--- config.mk ---
export PLATFORM = sky130hd
export DESIGN_NAME = ccds_readout_ctrl
export DESIGN_NICKNAME = d
export VERILOG_FILES = /design/src/core/ccds_readout_ctrl.v
export VERILOG_INCLUDE_DIRS = /design/src /design/src/core
export SDC_FILE = /design/constraint.sdc
export NUM_CORES = 1
export LEC_CHECK = 0
export BUFFER_PORTS_ARGS = -buffer_cell sky130_fd_sc_hd__buf_2
export CAP_MARGIN = 20
export CORE_MARGIN = 3
export CORE_UTILIZATION = 50
export CTS_BUF_LIST = sky130_fd_sc_hd__clkbuf_8
export CTS_CLUSTER_SIZE = 30
export DETAILED_ROUTE_END_ITERATION = 6
export HOLD_SLACK_MARGIN = 0.06
export PLACE_DENSITY = 0.81
export SYNTH_ARGS = -nofsm -noshare
export SYNTH_HDL_FRONTEND = slang
export SYNTH_SLANG_ARGS = --single-unit
--- constraint.sdc ---
create_clock -name CORE_CLK -period 5.2 [get_ports CORE_CLK]
set_input_delay 0 -clock CORE_CLK [delete_from_list [all_inputs] [get_ports CORE_CLK]]
set_output_delay 0 -clock CORE_CLK [all_outputs]
set_load 0.05 [all_outputs]
--- src/core/ccds_defines.vh ---
`ifndef CCDS_DEFINES_VH
`define CCDS_DEFINES_VH
// Frame layout counts
`define CCDS_TOTAL_PIX    13'd7410
`define CCDS_TOTAL_LINES  13'd5566
`define CCDS_ACTIVE_PIX   13'd7304
`define CCDS_ACTIVE_LINES 13'd5478
`define CCDS_DARK_PIX     13'd28
`define CCDS_DUMMY_PIX    13'd20
`define CCDS_BUFFER_PIX   13'd16
`define CCDS_BLUE_PIX     13'd4
`define CCDS_DARK_TOP     13'd29
`define CCDS_DARK_BOT     13'd26
`define CCDS_OVER_PIX     13'd140
`define CCDS_OVER_LINES   13'd178
// Pixel class codes
`define CCDS_CLS_DARK     2'h0
`define CCDS_CLS_DUMMY    2'h1
`define CCDS_CLS_BUFFER   2'h2
`define CCDS_CLS_ACTIVE   2'h3
// Timing, in ns and converted to core clock cycles at 40 ns
`define CCDS_CLK_NS       40
`define CCDS_PHASE_NS     160
`define CCDS_PHASE_CYC    ((`CCDS_PHASE_NS + `CCDS_CLK_NS - 1) / `CCDS_CLK_NS)
`define CCDS_SETTLE_NS    1000
`define CCDS_SETTLE_CYC   ((`CCDS_SETTLE_NS + `CCDS_CLK_NS - 1) / `CCDS_CLK_NS)
`endif

--- src/core/ccds_readout_ctrl.v ---
`timescale 1ns/1ps
`include "ccds_defines.vh"
// Summary of operation
// Tag first 28 pixels after the dummies of each line as dark.
// Tag first 29 and last 26 lines of every frame as dark.
// Tag 20 leading dummy pixels; never counted as dark reference.
// Tag 16 buffer pixels around active area as non-guaranteed data.
// First 4 buffer columns are blue, others follow the colour mosaic.
// Vertical phases held low for the whole exposure.
// Line transfer on falling vertical phase two, horizontal phase one high.
// Dual split reads at once; parallel split pulses transfer gate.
// Each line read split at midpoint, left and right halves together.
// One sample per falling edge of the last horizontal gate.
// One transfer gate signal drives both halves.
// Flush: phase two high, phase one low, then pulse flush gate.
// Dump gate pulsed in the same vertical-phase condition.
// Drain complete only after phase two low plus settle time.
// Reset gate set after each sample, cleared at the next read step; stays high while idle after a frame.
// Counters span 7410 pixels by 5566 lines plus overclock.
// Active region 7304 by 5478 inside the total array.
// Overclock adds 140 pixels per line and 178 lines per frame.
// Pixel and line counters tag every sample with its class.
// Frame runs flush, exposure, then line transfer and readout.
module ccds_readout_ctrl #(
   parameter EXPOSE_CYC  = 825000,
   parameter SETTLE_CYC  = `CCDS_SETTLE_CYC,
   parameter OVER_PIX    = `CCDS_OVER_PIX,
   parameter OVER_LINES  = `CCDS_OVER_LINES,
   parameter DATA_W      = 16
) (
   // Clock and reset
   input  wire              CORE_CLK,
   input  wire              RESET,
   // Control
   input  wire              START,
   input  wire              PARALLEL_SPLIT,
   output wire              BUSY,
   // Sensor phase pins
   output reg               VERTICAL_PHASE_ONE,
   output reg               VERTICAL_PHASE_TWO,
   output reg               HORIZ_PHASE_ONE_A,
   output reg               LAST_HORIZONTAL_GATE,
   output reg               HORIZ_TRANSFER_GATE,
   output reg               ARRAY_FLUSH_GATE,
   output reg               ROW_DUMP_GATE,
   output reg               SENSE_RESET_GATE,
   // Front-end sampler
   input  wire [DATA_W-1:0] ADC_LEFT,
   input  wire [DATA_W-1:0] ADC_RIGHT,
   // Tagged pixel stream
   output wire              PIX_VALID,
   input  wire              PIX_READY,
   output wire [DATA_W-1:0] PIX_LEFT,
   output wire [DATA_W-1:0] PIX_RIGHT,
   output wire [1:0]        PIX_CLASS,
   output wire              PIX_BLUE
);
   localparam ST_IDLE   = 3'd0;
   localparam ST_FL_V2  = 3'd1;
   localparam ST_FL_PG  = 3'd2;
   localparam ST_FL_SET = 3'd3;
   localparam ST_EXPOSE = 3'd4;
   localparam ST_VXFER  = 3'd5;
   localparam ST_HREAD  = 3'd6;
   localparam [19:0] PH = `CCDS_PHASE_CYC;
   localparam W  = 2 * DATA_W + 3;
   localparam [12:0] HALF_PIX = (`CCDS_TOTAL_PIX + OVER_PIX) / 13'd2;
   localparam [12:0] LINES    = `CCDS_TOTAL_LINES + OVER_LINES;
   localparam [12:0] DK_END   = `CCDS_DUMMY_PIX + `CCDS_DARK_PIX;
   localparam [12:0] BF_END   = DK_END + `CCDS_BUFFER_PIX;
   localparam [12:0] ACT_END  = BF_END + `CCDS_ACTIVE_PIX / 13'd2;

   reg [2:0]  state_reg;
   reg [2:0]  state_next;
   reg [19:0] tmr_reg;
   reg [3:0]  step_reg;
   reg [12:0] pix_reg;
   reg [12:0] line_reg;
   reg [W-1:0] buf_mem [0:1];
   reg        wr_ptr_reg;
   reg        rd_ptr_reg;
   reg [1:0]  cnt_reg;

   function [1:0] ccds_class;
      input [12:0] px;
      input [12:0] ln;
      begin
         if (px < `CCDS_DUMMY_PIX)
            ccds_class = `CCDS_CLS_DUMMY;
         else if (px < DK_END || ln < `CCDS_DARK_TOP ||
                  ln >= `CCDS_TOTAL_LINES - `CCDS_DARK_BOT ||
                  px >= HALF_PIX - `CCDS_DARK_PIX)
            ccds_class = `CCDS_CLS_DARK;
         else if (px < BF_END || px >= ACT_END ||
                  ln < `CCDS_DARK_TOP + `CCDS_BUFFER_PIX ||
                  ln >= `CCDS_DARK_TOP + `CCDS_BUFFER_PIX +
                        `CCDS_ACTIVE_LINES)
            ccds_class = `CCDS_CLS_BUFFER;
         else
            ccds_class = `CCDS_CLS_ACTIVE;
      end
   endfunction

   wire buf_full  = (cnt_reg == 2'd2);
   wire stall     = buf_full;
   wire tmr_done  = (tmr_reg == 20'd0);
   wire samp_now  = (state_reg == ST_HREAD) && tmr_done && !stall &&
                    (step_reg == 4'd1);
   wire push      = samp_now;
   wire pop       = PIX_VALID && PIX_READY;

   always @* begin
      state_next = state_reg;
      case (state_reg)
         ST_IDLE:   if (START) state_next = ST_FL_V2;
         ST_FL_V2:  if (tmr_done) state_next = ST_FL_PG;
         ST_FL_PG:  if (tmr_done) state_next = ST_FL_SET;
         ST_FL_SET: if (tmr_done) state_next = ST_EXPOSE;
         ST_EXPOSE: if (tmr_done) state_next = ST_VXFER;
         ST_VXFER:  if (tmr_done && step_reg == 4'd3)
                       state_next = ST_HREAD;
         ST_HREAD:  if (samp_now && pix_reg == HALF_PIX - 13'd1)
                       state_next = (line_reg == LINES - 13'd1) ?
                                    ST_IDLE : ST_VXFER;
         default:   state_next = ST_IDLE;
      endcase
   end

   always @(posedge CORE_CLK or posedge RESET) begin
      if (RESET) begin
         state_reg            <= ST_IDLE;
         tmr_reg              <= 20'd0;
         step_reg             <= 4'd0;
         pix_reg              <= 13'd0;
         line_reg             <= 13'd0;
         VERTICAL_PHASE_ONE   <= 1'b0;
         VERTICAL_PHASE_TWO   <= 1'b0;
         HORIZ_PHASE_ONE_A    <= 1'b0;
         LAST_HORIZONTAL_GATE <= 1'b0;
         HORIZ_TRANSFER_GATE  <= 1'b0;
         ARRAY_FLUSH_GATE     <= 1'b0;
         ROW_DUMP_GATE        <= 1'b0;
         SENSE_RESET_GATE     <= 1'b0;
      end else begin
         state_reg <= state_next;
         if (!tmr_done && !(state_reg == ST_HREAD && stall))
            tmr_reg <= tmr_reg - 20'd1;
         case (state_reg)
            ST_IDLE: if (START) begin
               VERTICAL_PHASE_ONE <= 1'b0;
               VERTICAL_PHASE_TWO <= 1'b1;
               line_reg           <= 13'd0;
               tmr_reg            <= PH;
            end
            ST_FL_V2: if (tmr_done) begin
               ARRAY_FLUSH_GATE <= 1'b1;
               ROW_DUMP_GATE    <= 1'b1;
               tmr_reg          <= PH;
            end
            ST_FL_PG: if (tmr_done) begin
               ARRAY_FLUSH_GATE   <= 1'b0;
               ROW_DUMP_GATE      <= 1'b0;
               VERTICAL_PHASE_TWO <= 1'b0;
               tmr_reg            <= SETTLE_CYC[19:0];
            end
            ST_FL_SET: if (tmr_done) begin
               tmr_reg <= EXPOSE_CYC[19:0];
            end
            ST_EXPOSE: if (tmr_done) begin
               step_reg          <= 4'd0;
               HORIZ_PHASE_ONE_A <= 1'b1;
               tmr_reg           <= PH;
            end
            ST_VXFER: if (tmr_done) begin
               step_reg <= step_reg + 4'd1;
               tmr_reg  <= PH;
               case (step_reg)
                  4'd0: VERTICAL_PHASE_ONE <= 1'b1;
                  4'd1: VERTICAL_PHASE_TWO <= 1'b1;
                  4'd2: begin
                     VERTICAL_PHASE_ONE <= 1'b0;
                     VERTICAL_PHASE_TWO <= 1'b0;
                     // Parallel split: previous line moves to B register
                     HORIZ_TRANSFER_GATE <= PARALLEL_SPLIT;
                  end
                  default: begin
                     HORIZ_TRANSFER_GATE <= 1'b0;
                     step_reg <= 4'd0;
                     pix_reg  <= 13'd0;
                  end
               endcase
            end
            ST_HREAD: if (tmr_done && !stall) begin
               tmr_reg <= PH;
               case (step_reg)
                  4'd0: begin
                     SENSE_RESET_GATE     <= 1'b0;
                     LAST_HORIZONTAL_GATE <= 1'b1;
                     step_reg             <= 4'd1;
                  end
                  default: begin
                     LAST_HORIZONTAL_GATE <= 1'b0;
                     SENSE_RESET_GATE     <= 1'b1;
                     step_reg             <= 4'd0;
                     pix_reg              <= pix_reg + 13'd1;
                     if (pix_reg == HALF_PIX - 13'd1) begin
                        line_reg          <= line_reg + 13'd1;
                        HORIZ_PHASE_ONE_A <= 1'b1;
                     end
                  end
               endcase
            end
            default: ;
         endcase
      end
   end

   // Sample taken at the gate's falling edge; ADC is assumed settled then
   always @(posedge CORE_CLK or posedge RESET) begin
      if (RESET) begin
         wr_ptr_reg <= 1'b0;
         rd_ptr_reg <= 1'b0;
         cnt_reg    <= 2'd0;
      end else begin
         if (push)
            wr_ptr_reg <= ~wr_ptr_reg;
         if (pop)
            rd_ptr_reg <= ~rd_ptr_reg;
         cnt_reg <= cnt_reg + {1'b0, push} - {1'b0, pop};
      end
   end

   wire [1:0] cls_now  = ccds_class(pix_reg, line_reg);
   wire       blue_now = (pix_reg >= DK_END) &&
                         (pix_reg < DK_END + `CCDS_BLUE_PIX);

   always @(posedge CORE_CLK) begin
      if (push)
         // Both halves sampled together on the same gate edge
         buf_mem[wr_ptr_reg] <= {ADC_LEFT, ADC_RIGHT, cls_now,
                                 blue_now};
   end

   wire [W-1:0] head = buf_mem[rd_ptr_reg];
   assign PIX_VALID = (cnt_reg != 2'd0);
   assign PIX_LEFT  = PIX_VALID ? head[W-1:DATA_W+3] : {DATA_W{1'b0}};
   assign PIX_RIGHT = PIX_VALID ? head[DATA_W+2:3] : {DATA_W{1'b0}};
   assign PIX_CLASS = PIX_VALID ? head[2:1] : 2'h0;
   assign PIX_BLUE  = PIX_VALID ? head[0] : 1'b0;
   assign BUSY      = (state_reg != ST_IDLE);
endmodule

Word-level counts from Yosys, hierarchy flattened. Memories as Yosys holds them, arrays and structs flattened. Index checks and enable logic that the tools add are counted.

Bits in registers: 64. Latch bits: 0. Memory bits (writable): 70. Memory bits (read-only): 0. Output and inout port bits: 45. Word-level logic and storage cells: 165. Memories kept: 1.

Memory list: buf_mem (depth 2, width 35, rd ports 1, clocked after Yosys merged registers in 0, wr ports 1, RTL line ccds_readout_ctrl.v:79) `reg [W-1:0] buf_mem [0:1];`.

Add/sub/neg operators: 6. $mul: 0. Divide/modulo/power cells: 0. Magnitude comparators: 11. Eq/ne operators: 26. Shift operators: 0. Mux-type cells: 59. Bitwise gates (word level): 3. Reduce and logical (&&, ||, !) cells: 44.

Operator list (count): two-way mux 20 bit (6); two-way mux 13 bit (8); case mux 20 bit (5 select lines) (1); case mux 13 bit (2 select lines) (2); < comparator 13 x 6 -> 1 bit (second input constant) (3); two-way mux 16 bit (2); adder 13 x 1 -> 13 bit (second input constant) (2); >= comparator 13 x 12 -> 1 bit (second input constant) (2); >= comparator 13 bit (second input constant) (2); < comparator 13 x 5 -> 1 bit (second input constant) (2); two-way mux 3 bit (8); != test 2 bit (second input constant) (11); case mux 3 bit (7 select lines) (1); logical NOT 20 bit (1); AND reduction 5 bit (4); subtractor 20 x 1 -> 20 bit (second input constant) (1); two-way mux 1 bit (16); two-way mux 4 bit (4); == test 13 x 12 -> 1 bit (second input constant) (1); == test 13 bit (second input constant) (1); >= comparator 13 x 6 -> 1 bit (second input constant) (1); < comparator 13 x 7 -> 1 bit (second input constant) (1); case mux 1 bit (2 select lines) (6); case mux 4 bit (3 select lines) (1); other kinds (27) (62).

Longest topological paths before layout. Gate-level depths: netlist of the first run.

Depth after elaboration: 7. Depth in mapped cells: 14. Gate-level depth less buffers: 12.

Least setup slack after synthesis of the first run. No wires, ideal clock.

Path kind: register to register. From: register tmr_reg[12]. To: memory buf_mem[0][0] in the netlist's numbering, enable pin. Library setup time: 427 ps. Arrival: 3416 ps. Setup slack: 1357 ps. Stages on the path, launching flop included: 9. Period minus slack after synthesis: 3843 ps. Cells stage by stage: dfrtp_1 -> nor4_4 -> and4_1 -> clkbuf_1 -> nand2_1 -> clkbuf_1 -> nor2_1 -> nand4_1 -> nor2_1.

Longest elaborated chain between the ends: 6.

RTL lines: from (decl) (RTL line ccds_readout_ctrl.v:75) `reg [19:0] tmr_reg;`; from (signal assigned) (RTL line ccds_readout_ctrl.v:147) `tmr_reg <= tmr_reg - 20'd1;`; from (signal assigned) (RTL line ccds_readout_ctrl.v:164) `tmr_reg <= SETTLE_CYC[19:0];`; from (signal assigned) (RTL line ccds_readout_ctrl.v:167) `tmr_reg <= EXPOSE_CYC[19:0];`; logical NOT 20 bit (RTL line ccds_readout_ctrl.v:106) `wire tmr_done = (tmr_reg == 20'd0);`; logical AND 1 bit (3 in series) (RTL line ccds_readout_ctrl.v:107) `wire samp_now = (state_reg == ST_HREAD) && tmr_done && !stall &&`; two-way mux 1 bit (RTL line ccds_readout_ctrl.v:238) `if (push)`; two-way mux 1 bit (implied by the code) (RTL line ccds_readout_ctrl.v:240) `buf_mem[wr_ptr_reg] <= {ADC_LEFT, ADC_RIGHT, cls_now,`; to (decl) (RTL line ccds_readout_ctrl.v:79).

No other way between the ends.

Worst setup path in the final report of the first run.
From: register tmr_reg[0]. To: memory buf_mem[0][24] in the netlist's numbering, enable pin.

The elaborated chain is that of the path after synthesis.

==> results of run 1 <==
==> cells in the final DEF (no fill, tap or decap), types with 3 or more instances in the layout <==
cell,instances
nand4_1,12
a21oi_1,22
dfrtp_1,63
mux2i_1,36
nor4_1,11
and3_1,3
edfxtp_1,70
a21o_1,5
ha_1,12
nand2_1,39
nor2_1,88
clkbuf_8,17
nor3_1,17
nand2b_1,3
o21ai_0,40
nand4b_1,3
inv_1,20
bufinv_16,3
a211oi_1,3
inv_6,4
dlygate4sd3_1,36
and2_1,4
nand3_1,26
or4_1,3
xor2_1,15
a31oi_1,6
clkinv_4,4
or3_1,10
xnor2_1,13
buf_2,82
o31ai_1,16
==> cell families after synthesis <==
group,after synthesis,share of synthesized area
fa+ha+maj,12,0.02274
buf+inv,55,0.03336
xor+xnor,28,0.03715
flops,134,0.5610
simple gates,243,0.1857
mux,38,0.05800
compound gates,109,0.1020
==> layer usage <==
metal / up-vias / track usage / part of all wire
met5: - / 0 / 0
met4: 0 / 0.07578 / 0.015
met3: 22 / 0.04802 / 0.066
met2: 200 / 0.3522 / 0.50
met1: 2527 / 0.2740 / 0.42
li1: 2468 / - / -
==> path summary, 6_finish.rpt <==
path	from	end	slack, ns	cells past startpoint
hold reg to reg	LAST_HORIZONTAL_GATE	LAST_HORIZONTAL_GATE	0.49	2
setup / recovery	tmr_reg[0]	buf_mem[0][24]	1.63	8
min in group asynchronous	RESET	line_reg[6]	0.33	4
setup reg to reg	tmr_reg[0]	buf_mem[0][24]	1.63	8
max in group asynchronous	RESET	rd_ptr_reg	4.31	4
hold / removal	ADC_RIGHT[13]	buf_mem[0][16]	0.27	2
==> power by group <==
part           switching [W]  total, W  internal (W)  leakage (nW)
registers          0.0000813   0.00121       0.00113          1.40
clock network       0.000435  0.000921      0.000487         0.217
logic               0.000657  0.000901      0.000244          1.63
==> per-stage QoR <==
stage	hold slack, ns	setup slack, ns	cells	utilization	instance area (um^2)
finish	0.2677	1.630	908	0.6188	7904
global route	0.2426	1.351	908	0.6188	7904
CTS	0.2386	1.637	908	0.6188	7904
detailed placement	0.1931	1.703	840	0.5571	7116
global placement	0.1907	1.873	839	0.5567	7111
floorplan	0.09887	1.357	619	-	6601
==> area by class of cell <==
cell class / count / area (um^2)
clock buffer: 17 / 234.0
fill: 992 / 4870
inverter: 20 / 75.07
tap: 172 / 215.2
multi-input combinational: 430 / 2695
clock inverter: 15 / 193.9
timing repair buffer: 120 / 785.8
sequential: 134 / 3705
==> impl_metrics.tcl, run 1 <==
set metrics [dict create \
    postSynthAreaPerCell_um2 10.66 \
    yosysTopAreaCell "edfxtp_1" \
    peakVddDrop_mv 0.2036 \
    area_growth_pct 19.73 \
    fin_skew_ns 0.01176 \
    status "finished, final reports clean" \
    drt_iter0_markers 354 \
    synth-main-ff-cell "edfxtp_1" \
    cp-start-kind "flip-flop" \
    grt_pass1_vias 4944 \
    yosys-top-cells-count "nor2_1 (91), edfxtp_1 (70), dfrtp_1 (64), o21ai_0 (40), nand2_1 (39)" \
    clock_sinks 134 \
    layout.nets 772 \
    final.setup.tns_ns 0 \
    cts_tree "done" \
    dieHeight_um 120.9 \
    cp_data_required_time_ns 5.27 \
    rsz0062_at_grt "false" \
    die_area_mm2 0.01462 \
    largest_reg_flops 70 \
    synth_cells 619 \
    clockBufferDepth 2 \
    synth_area_mm2 0.006601 \
    antenna_found_initial 0 \
    place_congestion 0.9096 \
    async_flop_share 0.4776 \
    crit_family "simple AND/OR/NAND/NOR gates" \
    clock_latency_ns 0.45 \
    synth_edf_count 70 \
    relSlewSlack 0.2800 \
    max_stage_delay_ns 0.91 \
    fin_crit_ns 3.570 \
    cts.repair.resized 0 \
    arrival_ns 3.64 \
    boundaryPins 82 \
    synth_top_area_frac 0.3184 \
    holdBufCountCts 36 \
    wire_per_inst_um 16.53 \
    worstPathCellList "inv_1 -> ha_1 -> nor3b_1 -> and4_1 -> nand2_1 -> nor2_1 -> nand4_1 -> nor2_4" \
    synthTopCellsByArea "edfxtp_1 (32%), dfrtp_1 (24%), mux2i_1 (5.5%)" \
    synth-warning-count 0 \
    drive_gt1_frac 0.1807 \
    total_power_w 0.003032 \
    vias 5217 \
    syn-num-nets 668 \
    io_buffer_count 81 \
    start_util 0.5168 \
    vias_per_cell 5.746 \
    hp-class "in -> reg" \
    yosysMostFrequentCell "nor2_1" \
    p_per_area_mw_per_mm2 383.6 \
    cts_setup_buffers 0 \
    fmax_ghz 0.2801 \
    critPathBufInv 1 \
    core_mm2 0.01277 \
    grt_pass1_wl_mm 24.49 \
    clock-root-buffer "clkbuf_8" \
    hold_viol 0 \
    htree_levels 4 \
    fin_crit_sh 0.6865 \
    setup_viol 0 \
    grt_max_degree 65 \
    synthDistinctLibCells 60 \
    num_antenna_cells 0 \
    endpoint_kind "flip-flop" \
    grtUsageTotal 0.2120 \
    slew_violations 0 \
    drc 0 \
    synth-seq-cells 134 \
    drt_pre_antenna_iters 5 \
    crit_type "reg -> reg" \
    tightest_slew_ns 1.071 \
    slowest_stage "nor2_4" \
    cts.reportedPaths.clkPinSlew_ns 0.08 \
    maxCapViolCount 0 \
    cts_buffers 17 \
    die_w_um 120.9 \
    p_leak_nw 3.247 \
    worst-path-max-fanout 35 \
    drtAntennaViolNets 0 \
    finalWirelength_mm 15.01 \
    hpwl_mm 9.758 \
    grt.overflow.total 0 \
    synth.yosys.seq_area_share 0.5610 \
    floorplan.rows 41 \
]
(Power assumes the default switching activity.)
==> run 2: changes to the inputs <==
Settings changed: PLACE_DENSITY 0.81 to 0.84.
Clock period 5.2 ns to 3.09 ns, I/O delays scaled along.
==> run 2 against run 1 <==
Cell count up 1.1%. Via count grew 1.3%. Cell area rose by 1.2%. Critical endpoint is now cnt_reg[1].
==> impl_metrics.tcl, run 2 (same netlist as run 1, synthesis figures left out) <==
set metrics [dict create \
    worst-path-max-fanout 10 \
    slew_violations 0 \
    clock-root-buffer "clkbuf_8" \
    drive_gt1_frac 0.1957 \
    die_area_mm2 0.01462 \
    clock_sinks 134 \
    tightest_slew_ns 1.042 \
    cts_tree "done" \
    vias 5284 \
    hold_viol 0 \
    clkPwrFrac 0.294 \
    worstPathCellList "inv_1 -> ha_1 -> nor3b_2 -> and4_2 -> nand2_1 -> nor2_1 -> nand4_1 -> ha_1 -> inv_1 -> ha_1 -> xnor2_1 -> xnor2_1" \
    setup_viol 0 \
    floorplan.rows 41 \
    r2r_slack_ns 0.31 \
    num_antenna_cells 0 \
    vias_per_cell 5.756 \
    largest_reg_flops 70 \
    drt_iter0_markers 423 \
    endpoint_kind "flip-flop" \
    max_stage_delay_ns 0.41 \
    seq_power_share 0.404 \
    share_comb_of_total_power 0.302 \
    p_sw_w 0.001994 \
    fin_crit_ns 2.784 \
    cp-start-kind "flip-flop" \
    fillers 951 \
    clock_latency_ns 0.45 \
    hp-class "in -> async" \
    fin_skew_ns 0.01412 \
    grt_max_degree 39 \
    io_buffer_count 81 \
    grtUsageTotal 0.2155 \
    status "finished, final reports clean" \
    critPathBufInv 2 \
    arrival_ns 3.15 \
    drc 0 \
    layout_commonest_cell "nor2_1" \
    clockBufferDepth 2 \
    wire_per_inst_um 16.94 \
    stdcell_area_mm2 0.007999 \
    grt.overflow.total 0 \
    crit_family "simple AND/OR/NAND/NOR gates" \
    fin_crit_sh 0.9009 \
    antenna_found_initial 0 \
    boundaryPins 82 \
    place_congestion 0.9267 \
    hpwl_mm 9.998 \
    grt_pass1_vias 5111 \
    fmax_ghz 0.3592 \
    dieHeight_um 120.9 \
    crit_type "reg -> reg" \
    cts_buffers 17 \
    area_growth_pct 21.17 \
    r2r-start "tmr_reg[0]" \
    rsz0062_at_grt "false" \
    place_area_mm2 0.007211 \
    slowest_stage "dfrtp_1" \
    peakVddDrop_mv 0.2665 \
    p_per_area_mw_per_mm2 630.1 \
    finalWirelength_mm 15.55 \
    die_w_um 120.9 \
    p_leak_nw 3.295 \
    rr_endpoint "cnt_reg[1]" \
    swShare 0.3956 \
    rr_worst_depth 12 \
    grt_pass1_wl_mm 25.03 \
    maxCapViolCount 0 \
    drt_pre_antenna_iters 5 \
    drtAntennaViolNets 0 \
    core_mm2 0.01277 \
    start_util 0.5168 \
    htree_levels 4 \
    critPathMostFrequentCell "ha_1" \
    layout.nets 782 \
    layout_common_cells "nor2_1 (88), buf_2 (82), edfxtp_1 (70)" \
    p_int_w 0.003046 \
    relSlewSlack 0.3053 \
    cts.reportedPaths.clkPinSlew_ns 0.09 \
    whs_ns 0.2570 \
    cp_data_required_time_ns 3.46 \
]
==> run 2: cell types whose count changed in the layout (fill, tap and decap cells not counted), sizes merged <==
cell      before  now
buf           84   94
bufinv         3    2
clkinv         4    3
clkinvlp       1    2
inv           27   28
==> run 2: worst max-delay path by stage <==
stage	start	cells past startpoint	slack, ns	end
6_report	tmr_reg[0]	12	0.31	cnt_reg[1]
5_1_grt	tmr_reg[0]	12	0.02	cnt_reg[1]
4_1_cts	tmr_reg[0]	8	0.15	line_reg[11]
3_5_place_dp	tmr_reg[0]	8	0.23	line_reg[11]
3_3_place_gp	tmr_reg[14]	6	0.37	line_reg[12]
2_1_floorplan	tmr_reg[12]	8	-0.21	buf_mem[0][0]
==> run 2: metrics by stage <==
| step | cells | setup TNS (ns) | setup WS [ns] | total power, W | utilization |
|---|---|---|---|---|---|
| after floorplan | 619 | -14.58 | -0.2084 | 0.003197 | - |
| after global placement | 849 | 0 | 0.3732 | 0.003506 | 0.5645 |
| after detailed placement | 849 | 0 | 0.2266 | 0.003523 | 0.5645 |
| after CTS | 917 | 0 | 0.1528 | 0.005030 | 0.6243 |
| after global routing | 918 | 0 | 0.01928 | 0.005207 | 0.6262 |
| final | 918 | 0 | 0.3062 | 0.005040 | 0.6262 |
==> run 2: cell type report <==
| cell class | instances | area (um^2) | share of cell area |
|---|---|---|---|
| clock buffers | 17 | 234.0 | 0.02925 |
| clock inverters | 15 | 168.9 | 0.02112 |
| inverters | 20 | 75.07 | 0.009385 |
| multi-input cells | 430 | 2715 | 0.3394 |
| flip-flops and latches | 134 | 3705 | 0.4632 |
| well taps | 172 | 215.2 | 0.02690 |
| repair buffers | 130 | 885.9 | 0.1107 |
==> run 2: what timing repair did <==
item	CTS	global route
setup endpoints to repair	0	85
hold buffers	36	0
gates resized for setup	0	4
endpoints found under the hold margin	106	0
buffers inserted	0	0
==> run 2: power groups by stage <==
stage          clock [W]  combinational (W)  sequential, W
2_1_floorplan          0            0.00125        0.00195
3_3_place_gp           0            0.00144        0.00207
3_5_place_dp           0            0.00145        0.00208
4_1_cts          0.00150            0.00149        0.00204
5_1_grt          0.00158            0.00159        0.00204
6_report         0.00148            0.00152        0.00204
==> run 2: routing by layer <==
layer / track usage / share of wire / routed length (um)
met5: 0 / 0 / 0
met4: 0.07011 / 0.015 / 227
met3: 0.04942 / 0.071 / 1101
met2: 0.3651 / 0.51 / 7899
met1: 0.2747 / 0.41 / 6325
==> run 2: worst min-delay path: cells and delay by family <==
kind,cells,cell delay (ns)
buffers and inverters,3,1.23
==> run 3: changes to the inputs <==
Settings changed: MAX_ROUTING_LAYER set to met4.
==> run 3 against run 2 <==
Hold slack lost 0.012 ns. Cell area grew 0.17%. Register-to-register slack worse by 0.12 ns. Die area unchanged. Fmax is 4.0% lower. Combinational power about the same. Non-clock buffer count shrank 1.
==> impl_metrics.tcl, run 3 (same netlist as run 1, synthesis figures left out) <==
set metrics [dict create \
    status "finished, final reports clean" \
    fin_cells 917 \
    share_comb_of_total_power 0.297 \
    post-place-ws_ns 0.2025 \
    fin_crit_ns 2.901 \
    peakVddDrop_mv 0.3000 \
    drt_pre_antenna_iters 5 \
    swShare 0.3794 \
    clkPwrFrac 0.308 \
    placedCellCount 848 \
    clock_latency_ns 0.45 \
    worst_slack_ns 0.1889 \
    fin_skew_ns 0.01516 \
    cp_data_required_time_ns 3.46 \
    clock-root-buffer "clkbuf_8" \
    boundaryPins 82 \
    final.setup.tns_ns 0 \
    core_mm2 0.01277 \
    start_util 0.5168 \
    die_w_um 120.9 \
    cts_buffers 17 \
    die_area_mm2 0.01462 \
    p_leak_nw 3.302 \
    finalWirelength_mm 15.81 \
    htree_levels 4 \
    slew_violations 0 \
    grt_max_degree 39 \
    wire_per_inst_um 17.24 \
    maxCapViolCount 0 \
    num_antenna_cells 0 \
    crit_type "reg -> reg" \
    arrival_ns 3.27 \
    cts_setup_buffers 0 \
    fin_crit_sh 0.9389 \
    cts.reportedPaths.clkPinSlew_ns 0.08 \
    grt_pass1_wl_mm 25.39 \
    vias_per_cell 5.783 \
    hpwl_mm 10.00 \
    io_buffer_count 81 \
    endpoint_kind "flip-flop" \
    worst-path-max-fanout 10 \
    drtAntennaViolNets 0 \
    grtUsageTotal 0.2264 \
    rsz0062_at_grt "false" \
    hold_viol 0 \
    cp-start-kind "flip-flop" \
    tightest_slew_ns 1.064 \
    area_growth_pct 21.38 \
    layout.nets 781 \
    drive_gt1_frac 0.1919 \
    clockBufferDepth 2 \
    layout_common_cells "nor2_1 (88), buf_2 (82), edfxtp_1 (70)" \
    largest_reg_flops 70 \
    setup_viol 0 \
    grt.overflow.total 0 \
    layout_commonest_cell "nor2_1" \
    antenna_found_initial 0 \
    drc 0 \
    dieHeight_um 120.9 \
    place_congestion 0.9522 \
    clock_sinks 134 \
    relSlewSlack 0.2910 \
    grt_pass1_vias 5209 \
    p_int_w 0.003195 \
    hp-class "in -> async" \
    vias 5303 \
    p_per_area_mw_per_mm2 642.4 \
    floorplan.rows 41 \
    seq_power_share 0.396 \
    fmax_ghz 0.3447 \
    p_sw_w 0.001953 \
    cts_tree "done" \
    drt_iter0_markers 519 \
]
## run 3: per-stage QoR
| step | utilization | total power, W | hold slack, ns | cell area [um^2] |
|---|---|---|---|---|
| global route | 0.6273 | 0.005315 | 0.2668 | 8013 |
| finish | 0.6273 | 0.005148 | 0.2449 | 8013 |
| floorplan | - | 0.003197 | 0.09887 | 6606 |
| detailed placement | 0.5639 | 0.003524 | 0.1937 | 7203 |
| global placement | 0.5639 | 0.003506 | 0.1892 | 7203 |
| CTS | 0.6262 | 0.005124 | 0.2546 | 7999 |
## run 3: what timing repair did
item,in CTS,in global routing
gates resized for setup,0,2
setup endpoints to repair,0,4
hold buffers,36,0
hold endpoints to repair,106,0
## run 3: worst max-delay path, stage by stage (launching register included)
cell     delay, ns
dfrtp_1       0.41
inv_1         0.12
ha_1          0.18
nor3b_1       0.30
and4_2        0.38
nand2_1       0.24
nor2_1        0.16
nand4_1       0.17
ha_1          0.33
inv_1         0.04
ha_1          0.19
xnor2_1       0.19
xnor2_1       0.14
## run 3: area by class of cell
class                           instances  area (um^2)
Sequential cell                       134         3705
Multi-Input combinational cell        430         2704
Timing Repair Buffer                  129        878.3
Clock inverter                         15        201.4
Tap cell                              172        215.2
Fill cell                             952         4761
Clock buffer                           17        234.0
Inverter                               20        75.07
## run 3: path summary, 6_finish.rpt
check                      slack [ns]  cells after the start              start                 to
max                              0.19                     12         tmr_reg[0]         cnt_reg[1]
min                              0.24                      3              RESET        line_reg[2]
max reg2reg                      0.19                     12         tmr_reg[0]         cnt_reg[1]
min reg2reg                      0.50                      1  HORIZ_PHASE_ONE_A  HORIZ_PHASE_ONE_A
max in group asynchronous        1.96                      4              RESET        tmr_reg[18]
min in group CORE_CLK            0.27                      2       ADC_RIGHT[9]     buf_mem[1][12]
## run 3: power by group through the flow
stage               Clock, W  Sequential [W]  Combinational, W
finish               0.00158         0.00204           0.00153
global route         0.00168         0.00204           0.00159
CTS                  0.00160         0.00203           0.00149
detailed placement         0         0.00207           0.00145
global placement           0         0.00207           0.00144
floorplan                  0         0.00195           0.00125
## run 3: per-layer routing
layer | wire length [um] | up-vias | global-route usage
met1 | 6368 | 2561 | 0.2643
met2 | 8002 | 239 | 0.3897
met5 | 0 | - | -
met4 | 252 | 0 | 0.07295
met3 | 1185 | 30 | 0.05175
li1 | - | 2473 | -
